[src/design/acc_defs.svh]
`ifndef ACC_DEFS_SVH
`define ACC_DEFS_SVH

// Register byte addresses
`define ACC_ADDR_CTRL0      12'h000
`define ACC_ADDR_CTRL1      12'h004
`define ACC_ADDR_CTRL2      12'h008
`define ACC_ADDR_RESH       12'h00C
`define ACC_ADDR_RESL       12'h010
`define ACC_ADDR_CMPH       12'h014
`define ACC_ADDR_CMPL       12'h018
`define ACC_ADDR_DELAY      12'h01C
`define ACC_ADDR_BRAKE      12'h020

// Control 0 fields
`define ACC_C0_DONE         7
`define ACC_C0_START        6
`define ACC_C0_TSEL_LO      4
`define ACC_C0_CHAN_LO      0
// Control 1 fields
`define ACC_C1_IRQEN        7
`define ACC_C1_SWAP         6
`define ACC_C1_TTYP_LO      2
`define ACC_C1_EXTEN        1
`define ACC_C1_PWREN        0
// Control 2 fields
`define ACC_C2_BRKEN        7
`define ACC_C2_POL          6
`define ACC_C2_CMPEN        5
`define ACC_C2_CMPOUT       4
// Brake register fields
`define ACC_BK_FLAG         0
`define ACC_BK_IEN          1
`define ACC_BK_RISE         2

// Trigger type codes
`define ACC_TT_FALL         2'h0
`define ACC_TT_RISE         2'h1
`define ACC_TT_CENTER       2'h2
`define ACC_TT_END          2'h3

// Channel codes
`define ACC_CH_LAST_PIN     4'h7
`define ACC_CH_BANDGAP      4'h8

// Conversion length: time in ns and derived cycles at 200 MHz
`define ACC_CONV_NS         1000
`define ACC_CLK_MHZ         200
`define ACC_CONV_CYC        ((`ACC_CONV_NS * `ACC_CLK_MHZ) / 1000)

`endif

[src/design/acc_pkg.sv]
package acc_pkg;
    typedef enum logic [1:0] {ACC_IDLE, ACC_DELAY, ACC_CONV} acc_state_t;
endpackage

[src/design/acc_sar_core.sv]
`timescale 1ns/10ps
`include "acc_defs.svh"
// Successive-approximation sequencer: one bit decided per step
module acc_sar_core (
    input  wire logic        sys_clk,
    input  wire logic        reset_n,
    input  wire logic        go,
    input  wire logic        compHigher,
    output logic [11:0]      trialCode,
    output logic [11:0]      result,
    output logic             busy,
    output logic             done
);
    localparam int STEP = `ACC_CONV_CYC / 12;

    logic [11:0] mask_q;
    logic [11:0] code_q;
    logic [7:0]  tick_q;

    assign trialCode = code_q | mask_q;

    // Bit-by-bit approximation, each bit held STEP cycles for settling
    always_ff @(posedge sys_clk or negedge reset_n) begin
        if (!reset_n) begin
            mask_q <= 12'h000;
            code_q <= 12'h000;
            tick_q <= 8'h00;
            busy   <= 1'b0;
            done   <= 1'b0;
            result <= 12'h000;
        end else begin
            done <= 1'b0;
            if (go && !busy) begin
                busy   <= 1'b1;
                mask_q <= 12'h800;
                code_q <= 12'h000;
                tick_q <= 8'h00;
            end else if (busy) begin
                if (tick_q == 8'(STEP - 1)) begin
                    tick_q <= 8'h00;
                    if (!compHigher) begin
                        code_q <= code_q | mask_q;   // Keep bit, input is at or above trial
                    end
                    mask_q <= mask_q >> 1;
                    if (mask_q == 12'h001) begin
                        busy   <= 1'b0;
                        done   <= 1'b1;
                        result <= compHigher ? code_q : (code_q | mask_q);
                    end
                end else begin
                    tick_q <= tick_q + 8'h01;
                end
            end
        end
    end
endmodule

[src/design/acc_conv_ctrl.sv]
`timescale 1ns/10ps
`include "acc_defs.svh"
// Contract
// RL1 - Software enables converter power before converting; clearing it powers down.
// RL2 - Selected channel is routed to the single sample-and-hold stage.
// RL3 - Writing one to the start bit begins a conversion.
// RL4 - On completion start clears, done flag sets, interrupt requested if enabled.
// RL5 - Result upper eight bits go high register, lower four to low.
// RL6 - Result equals input over reference scaled by 4095.
// RL7 - With external trigger enabled, PWM or pin events start conversion.
// RL8 - Hardware trigger also sets the start bit.
// RL9 - Trigger pin swap selects one of two trigger pins.
// RL10 - Trigger qualified by source select and type select together.
// RL11 - Programmable delay between trigger point and conversion start.
// RL12 - Start requests during a conversion are silently discarded.
// RL13 - Digital comparator checks each result against a 12-bit constant.
// RL14 - Comparison happens at each completion while comparator enabled.
// RL15 - Comparator output bit shows outcome, optionally inverted by polarity.
// RL16 - Compare result drives fault brake only with brake enable set.
// RL17 - Comparator output becoming set makes a compare brake event.
// RL18 - Fault pin or compare event sets brake flag; interrupt if enabled.
// RL19 - Only software clears the brake flag.
// RL20 - No new conversion starts while the done flag is one.
// RL21 - Start bit reads busy state; writing zero has no effect.
// RL22 - Source codes: 00 PWM0, 01 PWM2, 10 PWM4, 11 pin.
// RL23 - Channel codes 0..7 select inputs, 8 selects band-gap; others reserved.
// RL24 - Trigger type encoding and conversion length are fixed here.
module acc_conv_ctrl (
    input  wire logic        sys_clk,
    input  wire logic        reset_n,
    // APB slave
    input  wire logic        psel,
    input  wire logic        penable,
    input  wire logic        pwrite,
    input  wire logic [11:0] paddr,
    input  wire logic [31:0] pwdata,
    output logic [31:0]      prdata,
    output logic             pready,
    output logic             pslverr,
    // Analog front end
    output logic [8:0]       analogSelect,
    output logic             converterPowerEnable,
    output logic [11:0]      dacTrial,
    input  wire logic        compHigher,
    // Trigger sources
    input  wire logic [2:0]  pwmChannel,
    input  wire logic [2:0]  pwmPeriodCenter,
    input  wire logic [2:0]  pwmPeriodEnd,
    input  wire logic        triggerPinA,
    input  wire logic        triggerPinB,
    input  wire logic        faultInputPin,
    // Events
    output logic             conversionIrq,
    output logic             brakeIrq,
    output logic             faultBrake
);
    logic [3:0]  inputChannelSelect_q;
    logic [1:0]  triggerSourceSelect_q;
    logic [1:0]  triggerTypeSelect_q;
    logic        triggerPinSwap_q;
    logic        externalTriggerEnable_q;
    logic        converterPowerEnable_q;
    logic        conversionDoneFlag_q;
    logic        comparatorEnable_q;
    logic        comparatorPolarity_q;
    logic        comparatorOutput_q;
    logic        compareBrakeEnable_q;
    logic        brakeFlag_q;
    logic        brakeInterruptEnable_q;
    logic        convIrqEnable_q;
    logic [7:0]  resultHighByte_q;
    logic [3:0]  resultLowNibble_q;
    logic [7:0]  compareValueHigh_q;
    logic [3:0]  compareValueLow_q;
    logic [7:0]  triggerDelay_q;
    logic [7:0]  delayCnt_q;
    acc_pkg::acc_state_t state_q;

    // Two-flop synchronisers for all pins, then an edge history stage
    logic [11:0] pinMeta_q;
    logic [11:0] pinSync_q;
    logic [11:0] pinPrev_q;
    logic [11:0] pinRaw;
    assign pinRaw = {faultInputPin, triggerPinB, triggerPinA, pwmPeriodEnd, pwmPeriodCenter, pwmChannel};

    genvar gi;
    generate
        for (gi = 0; gi < 12; gi++) begin : g_sync
            always_ff @(posedge sys_clk or negedge reset_n) begin
                if (!reset_n) begin
                    pinMeta_q[gi] <= 1'b0;
                    pinSync_q[gi] <= 1'b0;
                    pinPrev_q[gi] <= 1'b0;
                end else begin
                    pinMeta_q[gi] <= pinRaw[gi];
                    pinSync_q[gi] <= pinMeta_q[gi];
                    pinPrev_q[gi] <= pinSync_q[gi];
                end
            end
        end
    endgenerate

    // Bus decode
    logic        wrEn;
    logic        rdEn;
    logic        addrHit;
    assign wrEn = psel && penable && pwrite;
    assign rdEn = psel && penable && !pwrite;
    assign addrHit = (paddr == `ACC_ADDR_CTRL0) || (paddr == `ACC_ADDR_CTRL1) ||
                     (paddr == `ACC_ADDR_CTRL2) || (paddr == `ACC_ADDR_RESH) ||
                     (paddr == `ACC_ADDR_RESL) || (paddr == `ACC_ADDR_CMPH) ||
                     (paddr == `ACC_ADDR_CMPL) || (paddr == `ACC_ADDR_DELAY) ||
                     (paddr == `ACC_ADDR_BRAKE);

    // Trigger qualification: source then type
    logic        selLevel;
    logic        selPrev;
    logic        extPinSync;
    logic        extPinPrev;
    logic        trigEvent;
    assign extPinSync = triggerPinSwap_q ? pinSync_q[10] : pinSync_q[9];   // [RL9]
    assign extPinPrev = triggerPinSwap_q ? pinPrev_q[10] : pinPrev_q[9];

    always_comb begin
        selLevel = 1'b0;
        selPrev  = 1'b0;
        unique case (triggerSourceSelect_q)   // [RL22]
            2'h0: begin
                selLevel = pinSync_q[0];
                selPrev  = pinPrev_q[0];
            end
            2'h1: begin
                selLevel = pinSync_q[1];
                selPrev  = pinPrev_q[1];
            end
            2'h2: begin
                selLevel = pinSync_q[2];
                selPrev  = pinPrev_q[2];
            end
            2'h3: begin
                selLevel = extPinSync;
                selPrev  = extPinPrev;
            end
        endcase
    end

    // Period points per PWM channel: center on bits 3..5, end of period on bits 6..8 shifted by source
    logic        pointCenter;
    logic        pointEnd;
    always_comb begin
        pointCenter = 1'b0;
        pointEnd    = 1'b0;
        if (triggerSourceSelect_q != 2'h3) begin
            pointCenter = pinSync_q[3 + triggerSourceSelect_q] && !pinPrev_q[3 + triggerSourceSelect_q];
            pointEnd    = pinSync_q[6 + triggerSourceSelect_q] && !pinPrev_q[6 + triggerSourceSelect_q];
        end
    end
    assign trigEvent = externalTriggerEnable_q && (                              // [RL7]
        ((triggerTypeSelect_q == `ACC_TT_FALL) && !selLevel && selPrev) ||       // [RL10]
        ((triggerTypeSelect_q == `ACC_TT_RISE) && selLevel && !selPrev) ||
        ((triggerTypeSelect_q == `ACC_TT_CENTER) && pointCenter) ||
        ((triggerTypeSelect_q == `ACC_TT_END) && pointEnd));

    // Conversion core
    logic        coreGo;
    logic        coreBusy;
    logic        coreDone;
    logic [11:0] coreResult;
    logic [11:0] coreTrial;
    logic        swStart;
    assign swStart = wrEn && (paddr == `ACC_ADDR_CTRL0) && pwdata[`ACC_C0_START];   // [RL3] [RL21]

    acc_sar_core u_core (
        .sys_clk    (sys_clk),
        .reset_n    (reset_n),
        .go         (coreGo),
        .compHigher (compHigher),
        .trialCode  (coreTrial),
        .result     (coreResult),
        .busy       (coreBusy),
        .done       (coreDone)
    );

    // Start sequencing: requests in any state but idle are dropped
    logic        canStart;
    assign canStart = converterPowerEnable_q && !conversionDoneFlag_q;            // [RL20]
    assign coreGo = (state_q == acc_pkg::ACC_CONV) && !coreBusy && !coreDone && (delayCnt_q == 8'h00);

    always_ff @(posedge sys_clk or negedge reset_n) begin
        if (!reset_n) begin
            state_q    <= acc_pkg::ACC_IDLE;
            delayCnt_q <= 8'h00;
        end else begin
            unique case (state_q)
                acc_pkg::ACC_IDLE: begin
                    if (canStart && swStart) begin
                        state_q    <= acc_pkg::ACC_CONV;
                        delayCnt_q <= 8'h00;
                    end else if (canStart && trigEvent) begin
                        state_q    <= acc_pkg::ACC_DELAY;                         // [RL11]
                        delayCnt_q <= triggerDelay_q;
                    end
                end
                acc_pkg::ACC_DELAY: begin
                    if (delayCnt_q == 8'h00) begin
                        state_q <= acc_pkg::ACC_CONV;
                    end else begin
                        delayCnt_q <= delayCnt_q - 8'h01;
                    end
                end
                acc_pkg::ACC_CONV: begin
                    if (coreDone) begin
                        state_q <= acc_pkg::ACC_IDLE;                             // [RL12]
                    end
                end
            endcase
        end
    end

    // Compare against constant at completion
    logic        cmpRaw;
    logic        cmpNext;
    assign cmpRaw  = coreResult >= {compareValueHigh_q, compareValueLow_q};       // [RL13]
    assign cmpNext = cmpRaw ^ comparatorPolarity_q;                               // [RL15]

    // Result, flags, comparator
    always_ff @(posedge sys_clk or negedge reset_n) begin
        if (!reset_n) begin
            resultHighByte_q     <= 8'h00;
            resultLowNibble_q    <= 4'h0;
            conversionDoneFlag_q <= 1'b0;
            comparatorOutput_q   <= 1'b0;
        end else begin
            if (coreDone) begin
                resultHighByte_q  <= coreResult[11:4];                            // [RL5] [RL6]
                resultLowNibble_q <= coreResult[3:0];
            end
            if (coreDone) begin
                conversionDoneFlag_q <= 1'b1;                                     // [RL4]
            end else if (wrEn && (paddr == `ACC_ADDR_CTRL0) && !pwdata[`ACC_C0_DONE]) begin
                conversionDoneFlag_q <= 1'b0;
            end
            if (coreDone && comparatorEnable_q) begin
                comparatorOutput_q <= cmpNext;                                    // [RL14]
            end
        end
    end

    // Compare event on rising comparator output, fault pin edge with its own polarity
    logic        cmpPrev_q;
    logic        cmpEvent;
    logic        faultEvent;
    logic        faultRising_q;
    assign cmpEvent   = comparatorOutput_q && !cmpPrev_q && compareBrakeEnable_q; // [RL16] [RL17]
    assign faultEvent = faultRising_q ? (pinSync_q[11] && !pinPrev_q[11]) : (!pinSync_q[11] && pinPrev_q[11]);

    always_ff @(posedge sys_clk or negedge reset_n) begin
        if (!reset_n) begin
            cmpPrev_q   <= 1'b0;
            brakeFlag_q <= 1'b0;
        end else begin
            cmpPrev_q <= comparatorOutput_q;
            if (cmpEvent || faultEvent) begin
                brakeFlag_q <= 1'b1;                                              // [RL18]
            end else if (wrEn && (paddr == `ACC_ADDR_BRAKE) && !pwdata[`ACC_BK_FLAG]) begin
                brakeFlag_q <= 1'b0;                                              // [RL19]
            end
        end
    end

    // Software registers
    always_ff @(posedge sys_clk or negedge reset_n) begin
        if (!reset_n) begin
            inputChannelSelect_q    <= 4'h0;
            triggerSourceSelect_q   <= 2'h0;
            triggerTypeSelect_q     <= 2'h0;
            triggerPinSwap_q        <= 1'b0;
            externalTriggerEnable_q <= 1'b0;
            converterPowerEnable_q  <= 1'b0;
            comparatorEnable_q      <= 1'b0;
            comparatorPolarity_q    <= 1'b0;
            compareBrakeEnable_q    <= 1'b0;
            brakeInterruptEnable_q  <= 1'b0;
            convIrqEnable_q         <= 1'b0;
            faultRising_q           <= 1'b0;
            compareValueHigh_q      <= 8'h00;
            compareValueLow_q       <= 4'h0;
            triggerDelay_q          <= 8'h00;
        end else if (wrEn) begin
            unique case (paddr)
                `ACC_ADDR_CTRL0: begin
                    triggerSourceSelect_q <= pwdata[`ACC_C0_TSEL_LO +: 2];
                    inputChannelSelect_q  <= pwdata[`ACC_C0_CHAN_LO +: 4];
                end
                `ACC_ADDR_CTRL1: begin
                    triggerPinSwap_q        <= pwdata[`ACC_C1_SWAP];
                    triggerTypeSelect_q     <= pwdata[`ACC_C1_TTYP_LO +: 2];      // [RL24]
                    externalTriggerEnable_q <= pwdata[`ACC_C1_EXTEN];
                    converterPowerEnable_q  <= pwdata[`ACC_C1_PWREN];             // [RL1]
                    convIrqEnable_q         <= pwdata[`ACC_C1_IRQEN];
                end
                `ACC_ADDR_CTRL2: begin
                    compareBrakeEnable_q <= pwdata[`ACC_C2_BRKEN];
                    comparatorPolarity_q <= pwdata[`ACC_C2_POL];
                    comparatorEnable_q   <= pwdata[`ACC_C2_CMPEN];
                end
                `ACC_ADDR_CMPH:  compareValueHigh_q <= pwdata[7:0];
                `ACC_ADDR_CMPL:  compareValueLow_q  <= pwdata[3:0];
                `ACC_ADDR_DELAY: triggerDelay_q     <= pwdata[7:0];
                `ACC_ADDR_BRAKE: begin
                    brakeInterruptEnable_q <= pwdata[`ACC_BK_IEN];
                    faultRising_q          <= pwdata[`ACC_BK_RISE];
                end
                default: ;
            endcase
        end
    end

    // Read mux and bus answer, registered; zero wait states after setup
    logic        busyBit;
    assign busyBit = (state_q != acc_pkg::ACC_IDLE);                              // [RL8] [RL21]

    always_ff @(posedge sys_clk or negedge reset_n) begin
        if (!reset_n) begin
            prdata  <= 32'h0000_0000;
            pready  <= 1'b0;
            pslverr <= 1'b0;
        end else begin
            pready  <= psel && !penable;
            pslverr <= psel && !penable && !addrHit;
            prdata  <= 32'h0000_0000;
            if (psel && !penable && !pwrite) begin
                unique case (paddr)
                    `ACC_ADDR_CTRL0: prdata <= {24'h00_0000, conversionDoneFlag_q, busyBit,
                                                triggerSourceSelect_q, inputChannelSelect_q};
                    `ACC_ADDR_CTRL1: prdata <= {24'h00_0000, convIrqEnable_q, triggerPinSwap_q, 2'h0,
                                                triggerTypeSelect_q, externalTriggerEnable_q,
                                                converterPowerEnable_q};
                    `ACC_ADDR_CTRL2: prdata <= {24'h00_0000, compareBrakeEnable_q, comparatorPolarity_q,
                                                comparatorEnable_q, comparatorOutput_q, 4'h0};
                    `ACC_ADDR_RESH:  prdata <= {24'h00_0000, resultHighByte_q};
                    `ACC_ADDR_RESL:  prdata <= {28'h000_0000, resultLowNibble_q};
                    `ACC_ADDR_CMPH:  prdata <= {24'h00_0000, compareValueHigh_q};
                    `ACC_ADDR_CMPL:  prdata <= {28'h000_0000, compareValueLow_q};
                    `ACC_ADDR_DELAY: prdata <= {24'h00_0000, triggerDelay_q};
                    `ACC_ADDR_BRAKE: prdata <= {29'h0000_0000, faultRising_q, brakeInterruptEnable_q,
                                                brakeFlag_q};
                    default:         prdata <= 32'h0000_0000;
                endcase
            end
        end
    end

    // Analog side and event outputs, all registered
    logic [8:0]  chanDecode;
    always_comb begin
        chanDecode = 9'h000;
        if (converterPowerEnable_q && inputChannelSelect_q <= `ACC_CH_BANDGAP) begin
            chanDecode[inputChannelSelect_q] = 1'b1;                              // [RL2] [RL23]
        end
    end

    always_ff @(posedge sys_clk or negedge reset_n) begin
        if (!reset_n) begin
            analogSelect         <= 9'h000;
            converterPowerEnable <= 1'b0;
            dacTrial             <= 12'h000;
            conversionIrq        <= 1'b0;
            brakeIrq             <= 1'b0;
            faultBrake           <= 1'b0;
        end else begin
            analogSelect         <= chanDecode;
            converterPowerEnable <= converterPowerEnable_q;
            dacTrial             <= coreTrial;
            conversionIrq        <= conversionDoneFlag_q && convIrqEnable_q;      // [RL4]
            brakeIrq             <= brakeFlag_q && brakeInterruptEnable_q;        // [RL18]
            faultBrake           <= cmpEvent || faultEvent;                       // [RL17]
        end
    end
endmodule

[config.mk]
export PLATFORM = sky130hd
export DESIGN_NAME = acc_conv_ctrl
export DESIGN_NICKNAME = d
export VERILOG_FILES = /design/src/design/acc_pkg.sv /design/src/design/acc_sar_core.sv /design/src/design/acc_conv_ctrl.sv
export VERILOG_INCLUDE_DIRS = /design/src /design/src/design
export SDC_FILE = /design/constraint.sdc
export NUM_CORES = 1
export LEC_CHECK = 0
export ABC_CLOCK_PERIOD_IN_PS = 4510
export CORE_UTILIZATION = 30
export CTS_CLUSTER_SIZE = 8
export DETAILED_ROUTE_END_ITERATION = 10
export DONT_BUFFER_PORTS = 1
export REMOVE_ABC_BUFFERS = 1
export SYNTH_ARGS = -nofsm -noshare
export SYNTH_HDL_FRONTEND = slang
export SYNTH_HIERARCHICAL = 1
export SYNTH_SLANG_ARGS = --single-unit
[constraint.sdc]
create_clock -name sys_clk -period 4.51 [get_ports sys_clk]
set_input_delay 0.451 -clock sys_clk [delete_from_list [all_inputs] [get_ports sys_clk]]
set_output_delay 0.451 -clock sys_clk [all_outputs]
set_load 0.1 [all_outputs]
# Yosys cells after proc, flatten, opt, wreduce, memory -nomap -nowiden
# Cells that the tools add are included.
# op_classes
muxes	51
n_eq_ne	23
n_lt_le_gt_ge	6
addsub	4
reduce_logical	84
bitwise	3
# ops
cell	n
$mux 12	7
$pmux 8 s9	1
$mux 8	7
$eq 12x5->1 const B	4
$logic_and 1x1->1	35
$eq 12x4->1 const B	2
$mux 1	22
$bmux 1 s4	4
$pmux 8 s2	1
$reduce_and 2->1	8
$logic_not 1->1	15
$eq 12x1->1 const B	1
$eq 12x3->1 const B	1
$eq 12x6->1 const B	1
$ge 12x12->1	1
$logic_not 12->1	1
$logic_or 1x1->1	12
$or 12x12->12	1
$reduce_bool 2->1	6
$eq 2x2->1 const B	5
$lt 4x5->1 const B	2
$mux 9	1
$add 8x1->8 const B	1
$eq 8x4->1 const B	1
20 further kinds	31
# word_totals
ff_bits	204
inputBits	62
elab_cells	245

# Depth between registers and ports, before layout
# Gate-level depths: netlist (run 1).
# logic_depth
depth_word	14
mapped_depth	11
mapped_depth_nobuf	9

# By module
# Netlist (run 1), hierarchy kept.
# modules_own_cells
mod	area_each_um2	n_inst	seq_area_each_um2	cells_each
acc_conv_ctrl	6110.9	1	3353.2	507
acc_sar_core	2060.7	1	1151.1	211

# Worst setup path before layout (run 1)
# No wires, ideal clock.
# synth_timing
path_type	flip-flop to flip-flop
from	reg triggerSourceSelect_q[0]
to	reg delayCnt_q[2]
arrival_time_ns	2.170
path_stages_with_launch	11
n_path_buf	2
slack_ns	2.219
t_required_ns	4.389
setup_ns	0.121
cell_sequence	dfrtp_1 buf_6 inv_1 ha_1 or3b_1 o211ai_1 o311ai_2 o211ai_2 o21bai_2 buf_6 o22a_1
# synth_via
elab_chain_cells	13
word_cells_on_any_way	38
# synth_lines
element	line	rtl
from (decl)	acc_conv_ctrl.sv:58	logic [1:0] triggerSourceSelect_q;
from (signal assigned)	acc_conv_ctrl.sv:292	triggerSourceSelect_q <= pwdata[`ACC_C0_TSEL_LO +: 2];
$add 2x2->3	acc_conv_ctrl.sv:154	pointCenter = pinSync_q[3 + triggerSourceSelect_q] && !pinPrev_q[3 + triggerSourceSelect_q];
$bmux 1 s4	acc_conv_ctrl.sv:154	
$mux 1 (implied by the code)	acc_conv_ctrl.sv:154	
$logic_not 1->1	acc_conv_ctrl.sv:154	
$logic_and 1x1->1	acc_conv_ctrl.sv:154	
$mux 1	acc_conv_ctrl.sv:153	if (triggerSourceSelect_q != 2'h3) begin
$logic_and 1x1->1	acc_conv_ctrl.sv:161	((triggerTypeSelect_q == `ACC_TT_CENTER) && pointCenter) ||
$logic_or 1x1->1	acc_conv_ctrl.sv:159	((triggerTypeSelect_q == `ACC_TT_FALL) && !selLevel && selPrev) ||
$logic_or 1x1->1 (*)	acc_conv_ctrl.sv:159	
$logic_and 1x1->1 (*)	acc_conv_ctrl.sv:158	assign trigEvent = externalTriggerEnable_q && (
$logic_and 1x1->1 (*)	acc_conv_ctrl.sv:199	end else if (canStart && trigEvent) begin
$ne 3x3->1 (no source line) (*)	--	
$reduce_and 3->1 (no source line) (*)	--	
to (signal assigned)	acc_conv_ctrl.sv:201	delayCnt_q <= triggerDelay_q;
to (signal assigned)	acc_conv_ctrl.sv:208	delayCnt_q <= delayCnt_q - 8'h01;
to (decl)	acc_conv_ctrl.sv:76	logic [7:0] delayCnt_q;
# Mark *: on every way between the ends. The rest lies on a longest branch, timed or not. The select of a mux whose other input is x is not followed.
# A chain may end at the register's enable or synchronous reset.

# Worst setup path after layout (run 1)
# layout_timing
from	reg triggerSourceSelect_q[0]
to	reg delayCnt_q[4]
# The elaborated chain is that of the path after synthesis.

==> results.json, run 1 <==
{
  "outcome": "finished, violations left",
  "violations": "negative hold slack",
  "synth-main-ff-cell": "dfrtp_1",
  "tritoncts": "done",
  "detail_route.wl_per_cell_um": 16.51,
  "netlist_area_sq_um": 8172,
  "rsz0062_at_grt": "no",
  "crit_family": "compound AO/OA/AOI/OAI gates",
  "ant_nets": 0,
  "critical_path.max_fanout": 13,
  "cts_resized": 0,
  "dieArea_sq_um": 27900,
  "place.port_buffers": 0,
  "leakage_nw": 4.140,
  "synth_area_leaders": "dfrtp_1, mux2_2, ha_1",
  "synth_async_sr_flop_share_pct": 100.0,
  "crit_type": "register to register",
  "hold_path.class": "input pin to async pin",
  "drc": 0,
  "diodes": 0,
  "tightest_slew_ns": 1.042,
  "whs_ns": -0.2884,
  "numCtsBuffers": 17,
  "ff_latch_area_sq_um": 4504,
  "finalSetupViolCount": 0,
  "multi_input_area_sq_um": 3307,
  "track_usage_pct": 13.38,
  "cp.required_ns": 4.79,
  "layout-drive-gt1-share_pct": 15.44,
  "clock_skew_ns": 0.01241,
  "core_area_sq_um": 26800,
  "maxCapViolCount": 0,
  "clock-sinks": 180,
  "slowest_stage": "dfrtp_1",
  "maxSlewHeadroom_pct": 30.38,
  "first_global_vias": 5307,
  "clockBufferDepth": 2,
  "ys.warnings.count": 6,
  "period_share_pct": 61.93,
  "ys_ff_latch": 180,
  "via_per_inst": 4.904,
  "ys_seq_area_share_pct": 55.12,
  "synth_top_area_cell": "dfrtp_1",
  "syn_area_per_cell_sq_um": 11.38,
  "place_congestion": 0.8042,
  "cp_num_buf_inv": 1,
  "ir_worst_vdd_uv": 237.6,
  "layout_min_cycle_time_ns": 2.793,
  "synth_cells": 718,
  "synth_edf_count": 0,
  "cp_common_cell": "o21ai_0",
  "grt_pass1_wl_um": 29260,
  "crit_arrival_ns": 3.08,
  "timing.fmax_ghz": 0.3580,
  "grt_start_max_net_pins": 181,
  "num_rows": 60,
  "ys_types": 77,
  "total_power_mw": 3.286,
  "drt-pass1-iter-count": 4,
  "die_x_um": 167.0,
  "n_fill_cell": 2669,
  "post_cts_buffers": 0,
  "cts_max_level": 4,
  "initial_core_util_pct": 30.49,
  "cp_cell_sequence": "inv_1, ha_1, or3b_1, o211ai_1, o311ai_2, o211ai_2, o21bai_2, o21ai_0, o21ai_0",
  "slew_viol_final": 0,
  "drt_iter0_drc": 329,
  "routed_wl_um": 17710,
  "grt.overflow.total": 0,
  "path_clk_slew_ns": 0.08,
  "finalNetCount": 803,
  "ios": 121,
  "final-hold-violation-count": 180,
  "root_buffer": "clkbuf_16",
  "end_kind": "register",
  "antenna_found_initial": 0,
  "fin_tns_setup_ns": 0,
  "clock_latency_ns": 0.43,
  "dr_total_vias": 5262,
  "areaGrowthSynthToFinish_pct": 10.27,
  "hpwlAfterDp_um": 12140,
  "critPathLaunchType": "register",
  "fp.dieH_um": 167.0,
  "max_stage_delay_ns": 0.60,
  "netlist.area_leader.share_pct": 55.12,
  "powerDensity_nw_per_um2": 364.7
}
==> through the flow <==
stage                     area, sq um  setup slack, ns  instances  util [%]
final                            9011            1.717       1073     33.62
after global placement           8403            1.763       1041     31.35
after global routing             9011            1.456       1073     33.62
after CTS                        9011            1.726       1073     33.62
after detailed placement         8403            1.733       1041     31.35
after floorplan                  7961            2.200        698         -
==> cell families after synthesis <==
logic type                 synth area share, %
and+or+nand+nor                          15.88
other                                  0.04589
muxes                                    8.528
DFF                                      55.12
AOI/OAI and AO/OA                        11.48
xor gates and xnor gates                0.1072
buffers and inverters                    5.466
adders and majority gates                3.369
==> layer usage <==
metal  track usage, %  wire [um]  share of wire [%]
met1            19.36       8726                 49
met3            3.446       1099                6.2
met5                0          0                  0
met2            19.06       7538                 43
met4            4.831        345                1.9
==> power breakdown <==
part	total [mW]	internal [mW]	switching, mW	leakage, nW
logic	0.113	0.0128	0.100	1.55
registers	1.65	1.63	0.0185	2.30
clock network	1.52	0.853	0.671	0.293
==> area by class of cell <==
type	count	area share, %
clock buffer	19	4.915
clock inverter	13	1.833
inverter	40	1.666
multi-input combinational	478	36.70
sequential	180	49.99
tap	341	4.735
timing repair buffer	2	0.1666
==> sequential cells by signal, summed over array words and instances (netlist names), 9 cells and up <==
register       cells
pinSync_q         12
pinPrev_q         12
dacTrial          12
pinMeta_q         12
u_core/result     12
u_core/code_q     12
u_core/mask_q     12
analogSelect       9
==> placed cells by master (no fill, tap or decap), drive strengths merged, types with 3 or more instances in the layout <==
master | netlist | routed
o22a | 3 | 3
dfrtp | 180 | 180
nand3b | 7 | 7
mux2 | 41 | 41
inv | 40 | 46
o21ai | 41 | 41
and3 | 5 | 5
nand2 | 66 | 66
o311ai | 3 | 3
a222oi | 3 | 3
nor4b | 3 | 3
mux2i | 19 | 19
nand4b | 3 | 3
conb | 1 | 24
nand4 | 5 | 5
nand2b | 16 | 16
or3 | 3 | 3
a21o | 3 | 3
nor2 | 39 | 39
nor3b | 6 | 6
nor4 | 7 | 7
or3b | 3 | 3
nor3 | 21 | 21
a31oi | 11 | 11
or2 | 15 | 15
clkinv | 0 | 3
a221oi | 3 | 3
nand3 | 8 | 8
a22oi | 13 | 13
a21oi | 45 | 45
o211ai | 5 | 5
and2 | 4 | 4
nor2b | 5 | 5
clkbuf | 11 | 19
ha | 22 | 22
==> worst register-to-register path: cells and delay by family, from the launching register on <==
family                     cells  cell delay, ns
AOI/OAI and AO/OA              6            1.09
and+or+nand+nor                1            0.40
buffers and inverters          1            0.13
DFF                            1            0.60
adders and majority gates      1            0.43
==> worst paths after layout <==
| path | start | slack (ns) | endpoint | depth (start not counted) |
|---|---|---|---|---|
| max in group asynchronous | reset_n | 4.54 | resultHighByte_q[7] | 0 |
| max | triggerSourceSelect_q[0] | 1.72 | delayCnt_q[4] | 9 |
| max reg2reg | triggerSourceSelect_q[0] | 1.72 | delayCnt_q[4] | 9 |
| min in group sys_clk | pwmPeriodEnd[1] | 0.04 | pinMeta_q[7] | 0 |
| min reg2reg | pinMeta_q[2] | 0.34 | pinSync_q[2] | 0 |
| min | reset_n | -0.29 | dacTrial[2] | 0 |
==> cells in the mapped netlist, types with 3 or more instances <==
master    number
nor2b_1        5
o211ai_1       4
nor3_1        14
dfrtp_1      180
and2_1         4
nor3_2         3
a222oi_1       3
a22oi_1       13
inv_1         39
nand4_1        4
buf_4         24
ha_1          22
a31oi_1       11
nand2_1       65
nand3_1        7
nor3b_1        5
nand4b_1       3
nand3b_1       7
nor4_1         5
mux2i_1       19
or3b_1         3
o22a_1         3
o21ai_0       35
buf_6          4
and3_1         5
a221oi_1       3
clkbuf_1      11
a21oi_1       45
nand2b_1      15
mux2_2        37
a21o_1         3
buf_2          3
or2_2         13
nor3_4         4
nor2_1        37
mux2_1         4
o21ai_1        5
(Power assumes the default switching activity.)
==> run 2: changes to the inputs <==
--- a/config.mk
+++ b/config.mk
@@ -6,7 +6,8 @@
 export SDC_FILE = /design/constraint.sdc
 export NUM_CORES = 1
 export LEC_CHECK = 0
-export ABC_CLOCK_PERIOD_IN_PS = 4510
+export ABC_AREA = 1
+export ABC_CLOCK_PERIOD_IN_PS = 2500
 export CORE_UTILIZATION = 30
 export CTS_CLUSTER_SIZE = 8
 export DETAILED_ROUTE_END_ITERATION = 10
==> constraint.sdc (replaced) <==
create_clock -name sys_clk -period 2.5 [get_ports sys_clk]
set_input_delay 0.25 -clock sys_clk [delete_from_list [all_inputs] [get_ports sys_clk]]
set_output_delay 0.25 -clock sys_clk [all_outputs]
set_load 0.1 [all_outputs]
==> results.json, run 2 <==
{
  "track_usage_pct": 13.62,
  "crit_arrival_ns": 2.48,
  "yosys-top-cells-count": "nand2_1, dfrtp_1, inv_1",
  "synth_area_leaders": "dfrtp_1, nand2_1, inv_1",
  "numCtsBuffers": 17,
  "maxSlewHeadroom_pct": 40.39,
  "rsz0062_at_grt": "no",
  "layout_min_cycle_time_ns": 2.156,
  "end_kind": "register",
  "leakage_nw": 4.565,
  "netlist_area_sq_um": 8295,
  "via_per_inst": 4.588,
  "cts_max_level": 4,
  "path_clk_slew_ns": 0.07,
  "crit_type": "register to register",
  "utilization_pct": 34.74,
  "cp.required_ns": 2.83,
  "total_power_mw": 6.019,
  "synth.most_common_cell": "nand2_1",
  "place.port_buffers": 0,
  "clock-sinks": 180,
  "areaGrowthSynthToFinish_pct": 13.18,
  "root_buffer": "clkbuf_16",
  "layout-drive-gt1-share_pct": 7.747,
  "n_fill_cell": 2763,
  "ant_nets": 0,
  "period_share_pct": 86.26,
  "slew_viol_final": 0,
  "ir_worst_vdd_uv": 477.9,
  "maxCapViolCount": 0,
  "synth-main-ff-cell": "dfrtp_1",
  "die_x_um": 168.3,
  "finalNetCount": 1053,
  "powerDensity_nw_per_um2": 641.0,
  "dr_total_vias": 6065,
  "first_global_vias": 5831,
  "pwr-share-clk_pct": 46.6,
  "critPathLaunchType": "register",
  "timing.fmax_ghz": 0.4637,
  "clock_latency_ns": 0.44,
  "p_seq_share_pct": 49.5,
  "routed_wl_um": 18280,
  "switching_share_pct": 23.64,
  "synth_async_sr_flop_share_pct": 100.0,
  "fin_tns_setup_ns": 0,
  "grt_start_max_net_pins": 181,
  "netlist.area_leader.share_pct": 54.30,
  "final-hold-violation-count": 180,
  "p_int_mw": 4.596,
  "initial_core_util_pct": 30.69,
  "ctsHoldBuffers": 21,
  "hold_path.class": "input pin to async pin",
  "ff_latch_area_sq_um": 4504,
  "core_area_sq_um": 27030,
  "hpwlAfterDp_um": 12600,
  "grt_pass1_wl_um": 30450,
  "num_rows": 60,
  "tritoncts": "done",
  "diodes": 0,
  "ios": 121,
  "dieArea_sq_um": 28320,
  "p_switching_mw": 1.423,
  "multi_input_area_sq_um": 3104,
  "critical_path.max_fanout": 12,
  "pwr-share-comb_pct": 3.9,
  "fp.dieH_um": 168.3,
  "ys_types": 38,
  "ys_seq_area_share_pct": 54.30,
  "finalSetupViolCount": 0,
  "cts_resized": 0,
  "tightest_slew_ns": 0.8948,
  "detail_route.wl_per_cell_um": 13.82,
  "drc": 0,
  "grt.overflow.total": 0,
  "synth_edf_count": 0,
  "mostFrequentLayoutCells": "nand2_1, dfrtp_1, inv_1",
  "ys.warnings.count": 6,
  "violations": "negative hold slack",
  "syn_area_per_cell_sq_um": 8.806,
  "clock_skew_ns": 0.01189,
  "synth_top_area_cell": "dfrtp_1",
  "drt_iter0_drc": 437,
  "outcome": "finished, violations left",
  "antenna_found_initial": 0,
  "drt-pass1-iter-count": 5,
  "place_congestion": 0.8504,
  "final_common_cell": "nand2_1",
  "whs_ns": -0.4787,
  "synth_cells": 942,
  "ys_ff_latch": 180,
  "clockBufferDepth": 2
}
-- run 2: cell count changes after synthesis, sizes merged, moves of 13 or more --
cell | previous run | this run
mux2 | 41 | 0
nand2b | 16 | 0
nand2 | 66 | 250
mux2i | 19 | 0
nor2 | 39 | 61
o21ai | 41 | 88
inv | 40 | 126
or2 | 15 | 2
nand3 | 8 | 86
a21oi | 45 | 24
-- run 2: metrics by stage --
step | setup WS (ns) | std cells | instance area, sq um
6_report | 0.3435 | 1322 | 9389
5_1_grt | 0.1271 | 1322 | 9389
4_1_cts | 0.3254 | 1322 | 9389
3_5_place_dp | 0.3344 | 1270 | 8568
3_3_place_gp | 0.3529 | 1270 | 8568
2_1_floorplan | 0.5236 | 921 | 8082
-- run 2: worst paths after layout --
kind	from	endpoint	slack [ns]	depth (start not counted)
setup / recovery	triggerSourceSelect_q[1]	delayCnt_q[3]	0.34	14
hold / removal	reset_n	pinMeta_q[1]	-0.48	0
setup reg to reg	triggerSourceSelect_q[1]	delayCnt_q[3]	0.34	14
hold reg to reg	pinMeta_q[4]	pinSync_q[4]	0.34	0
max in group asynchronous	reset_n	brakeFlag_q	2.68	0
min in group sys_clk	pwdata[4]	triggerDelay_q[4]	0.04	2
-- run 2: final cells by class --
| cell class | count | area share, % |
|---|---|---|
| Sequential cell | 180 | 47.97 |
| Multi-Input combinational cell | 615 | 33.06 |
| Inverter | 126 | 5.037 |
| Clock buffer | 18 | 4.678 |
| Tap cell | 341 | 4.544 |
| Timing Repair Buffer | 29 | 2.878 |
| Clock inverter | 13 | 1.826 |
-- run 2: worst max-delay path: stages (launching register included) --
cell and delay [ns]:
dfrtp_1 0.41, inv_1 0.17, ha_1 0.31, inv_1 0.14, nand3_1 0.09, nand3_1 0.09
nand3_1 0.08, nand3_1 0.08, nand2_1 0.06, nand2_1 0.06, nand2_1 0.13, nand2_4 0.17
nand2_2 0.13, nand2_1 0.09, nand2_1 0.05
-- run 2: timing repair --
action	4_1_cts	5_1_grt
endpoints found under the setup margin	0	0
buffers inserted	0	0
hold endpoints to repair	201	180
-- run 2: power groups by stage --
stage,logic [mW],clock network (mW),registers (mW)
2_1_floorplan,0.193,0,3.03
3_3_place_gp,0.206,0,3.03
3_5_place_dp,0.206,0,3.03
4_1_cts,0.235,2.87,2.98
5_1_grt,0.247,2.99,2.98
6_report,0.235,2.81,2.98
-- run 2: per-layer routing --
metal	track usage, %	up-vias	wire length (um)
met2	20.95	148	8180
li1	-	3038	-
met1	18.57	2862	8816
met4	3.953	0	266
met3	3.879	17	1012
met5	0	-	0
-- run 2: kinds of logic after synthesis --
group / count (synthesis) / share of synthesized area [%]
other cells: 1 / 0.04521
fa+ha+maj: 22 / 3.318
compound gates: 131 / 8.944
simple gates: 433 / 23.54
xor+xnor: 5 / 0.5279
flops: 180 / 54.30
buf+inv: 170 / 9.321
==> run 3: changes to the inputs <==
--- a/config.mk
+++ b/config.mk
@@ -8,6 +8,8 @@
 export LEC_CHECK = 0
 export ABC_AREA = 1
 export ABC_CLOCK_PERIOD_IN_PS = 2500
+export CORE_ASPECT_RATIO = 1.5
+export CORE_MARGIN = 5
 export CORE_UTILIZATION = 30
 export CTS_CLUSTER_SIZE = 8
 export DETAILED_ROUTE_END_ITERATION = 10
==> results.json, run 3 (same netlist as run 2, synthesis figures left out) <==
{
  "outcome": "finished, violations left",
  "violations": "negative hold slack",
  "slowest_stage": "dfrtp_2",
  "multi_input_area_sq_um": 3108,
  "numCtsBuffers": 17,
  "via_per_inst": 4.664,
  "critPathLaunchType": "register",
  "drt_iter0_drc": 328,
  "cp.required_ns": 2.82,
  "powerDensity_nw_per_um2": 609.0,
  "hold_path.class": "input pin to async pin",
  "initial_core_util_pct": 30.37,
  "final-hold-violation-count": 180,
  "utilization_pct": 34.04,
  "antenna_found_initial": 0,
  "track_usage_pct": 12.82,
  "final_common_cell": "nand2_1",
  "areaGrowthSynthToFinish_pct": 12.08,
  "mostFrequentLayoutCells": "nand2_1, dfrtp_1, inv_1",
  "drt-pass1-iter-count": 5,
  "layout_min_cycle_time_ns": 2.283,
  "critical_path.max_fanout": 12,
  "tritoncts": "done",
  "fp.dieH_um": 213.7,
  "grt_start_max_net_pins": 181,
  "crit_arrival_ns": 2.60,
  "grt_pass1_wl_um": 31900,
  "place_ws_ns": 0.1893,
  "ios": 121,
  "num_rows": 74,
  "cp_cell_sequence": "inv_1, ha_1, inv_1, nand3b_1, nand3_1, nand3_1, nand3_1, nand2_1, nand2_1, nand2_1, nand2_4, nand2_2, nand2_1, nand2_1",
  "maxSlewHeadroom_pct": 39.55,
  "period_share_pct": 91.34,
  "slew_viol_final": 0,
  "ff_latch_area_sq_um": 4506,
  "leakage_nw": 4.504,
  "tightest_slew_ns": 0.9074,
  "postLayoutSetupSlackWorst_ns": 0.2165,
  "dr_wl_met2_um": 10110,
  "maxCapViolCount": 0,
  "finalSetupViolCount": 0,
  "core_area_sq_um": 27310,
  "whs_ns": -0.4729,
  "clock-sinks": 180,
  "path_clk_slew_ns": 0.07,
  "die_x_um": 145.8,
  "detail_route.wl_per_cell_um": 14.76,
  "first_global_vias": 6157,
  "layout-drive-gt1-share_pct": 7.566,
  "top_layer_used": "met4",
  "ir_worst_vdd_uv": 316.6,
  "max_stage_delay_ns": 0.45,
  "cp_common_cell": "nand2_1",
  "ant_nets": 0,
  "post_cts_buffers": 0,
  "crit_family": "simple AND/OR/NAND/NOR gates",
  "clock_skew_ns": 0.01520,
  "wl_met1_um": 8137,
  "diodes": 0,
  "total_power_mw": 5.663,
  "ctsHoldBuffers": 21,
  "rsz0062_at_grt": "no",
  "root_buffer": "clkbuf_16",
  "dr_total_vias": 6157,
  "clock_latency_ns": 0.44,
  "fin_tns_setup_ns": 0,
  "place_congestion": 0.8368,
  "n_fill_cell": 2779,
  "cts_max_level": 4,
  "finalNetCount": 1051,
  "timing.fmax_ghz": 0.4379,
  "cp_num_buf_inv": 2,
  "routed_wl_um": 19480,
  "crit_type": "register to register",
  "end_kind": "register",
  "drc": 0,
  "place.port_buffers": 0,
  "grt.overflow.total": 0,
  "dieArea_sq_um": 31150,
  "clockBufferDepth": 2,
  "hpwlAfterDp_um": 13890,
  "wl_met3_um": 850
}
-- run 3: cell types whose count changed in the layout (fill, tap and decap cells not counted), moves of 2 or more --
cell        delta
inv_8          -2
buf_4          -2
bufinv_16      -3
inv_6          +2
clkinvlp_4     +2
clkinv_4       +2
clkinv_2       -2
-- run 3: layout make-up --
class,instances,area share [%]
flip-flops and latches,180,48.46
multi-input cells,615,33.43
inverters,126,5.087
clock buffers,18,4.616
well taps,342,4.602
repair buffers,27,2.745
clock inverters,12,1.063
-- run 3: power by group --
| group | switching, mW | internal [mW] |
|---|---|---|
| sequential | 0.0358 | 2.94 |
| combinational | 0.200 | 0.0368 |
| clock | 1.17 | 1.28 |
-- run 3: stage by stage --
stage / std cells / cell area, sq um
floorplan: 921 / 8082
global placement: 1269 / 8554
detailed placement: 1269 / 8554
CTS: 1320 / 9293
global route: 1320 / 9298
finish: 1320 / 9298
-- run 3: path summary, 6_finish.rpt --
path                                           from                 endpoint  slack [ns]  cells after the start
max in group asynchronous                   reset_n  inputChannelSelect_q[3]        2.71                      0
setup / recovery           triggerSourceSelect_q[0]            delayCnt_q[7]        0.22                     14
hold reg to reg                       pinMeta_q[11]            pinSync_q[11]        0.35                      0
setup reg to reg           triggerSourceSelect_q[0]            delayCnt_q[7]        0.22                     14
min in group sys_clk                     compHigher         u_core/code_q[4]        0.05                      3
hold / removal                              reset_n              dacTrial[7]       -0.47                      0
-- run 3: what timing repair did --
item | 4_1_cts | 5_1_grt
gates resized for setup | 0 | 2
hold endpoints to repair | 204 | 180
endpoints found under the setup margin | 0 | 8
-- run 3: layer usage --
layer  vias up  GRT usage [%]
met1      2977          15.07
met4         0          4.818
met5         -              0
met3        21          2.706
li1       3021              -
met2       138          23.10
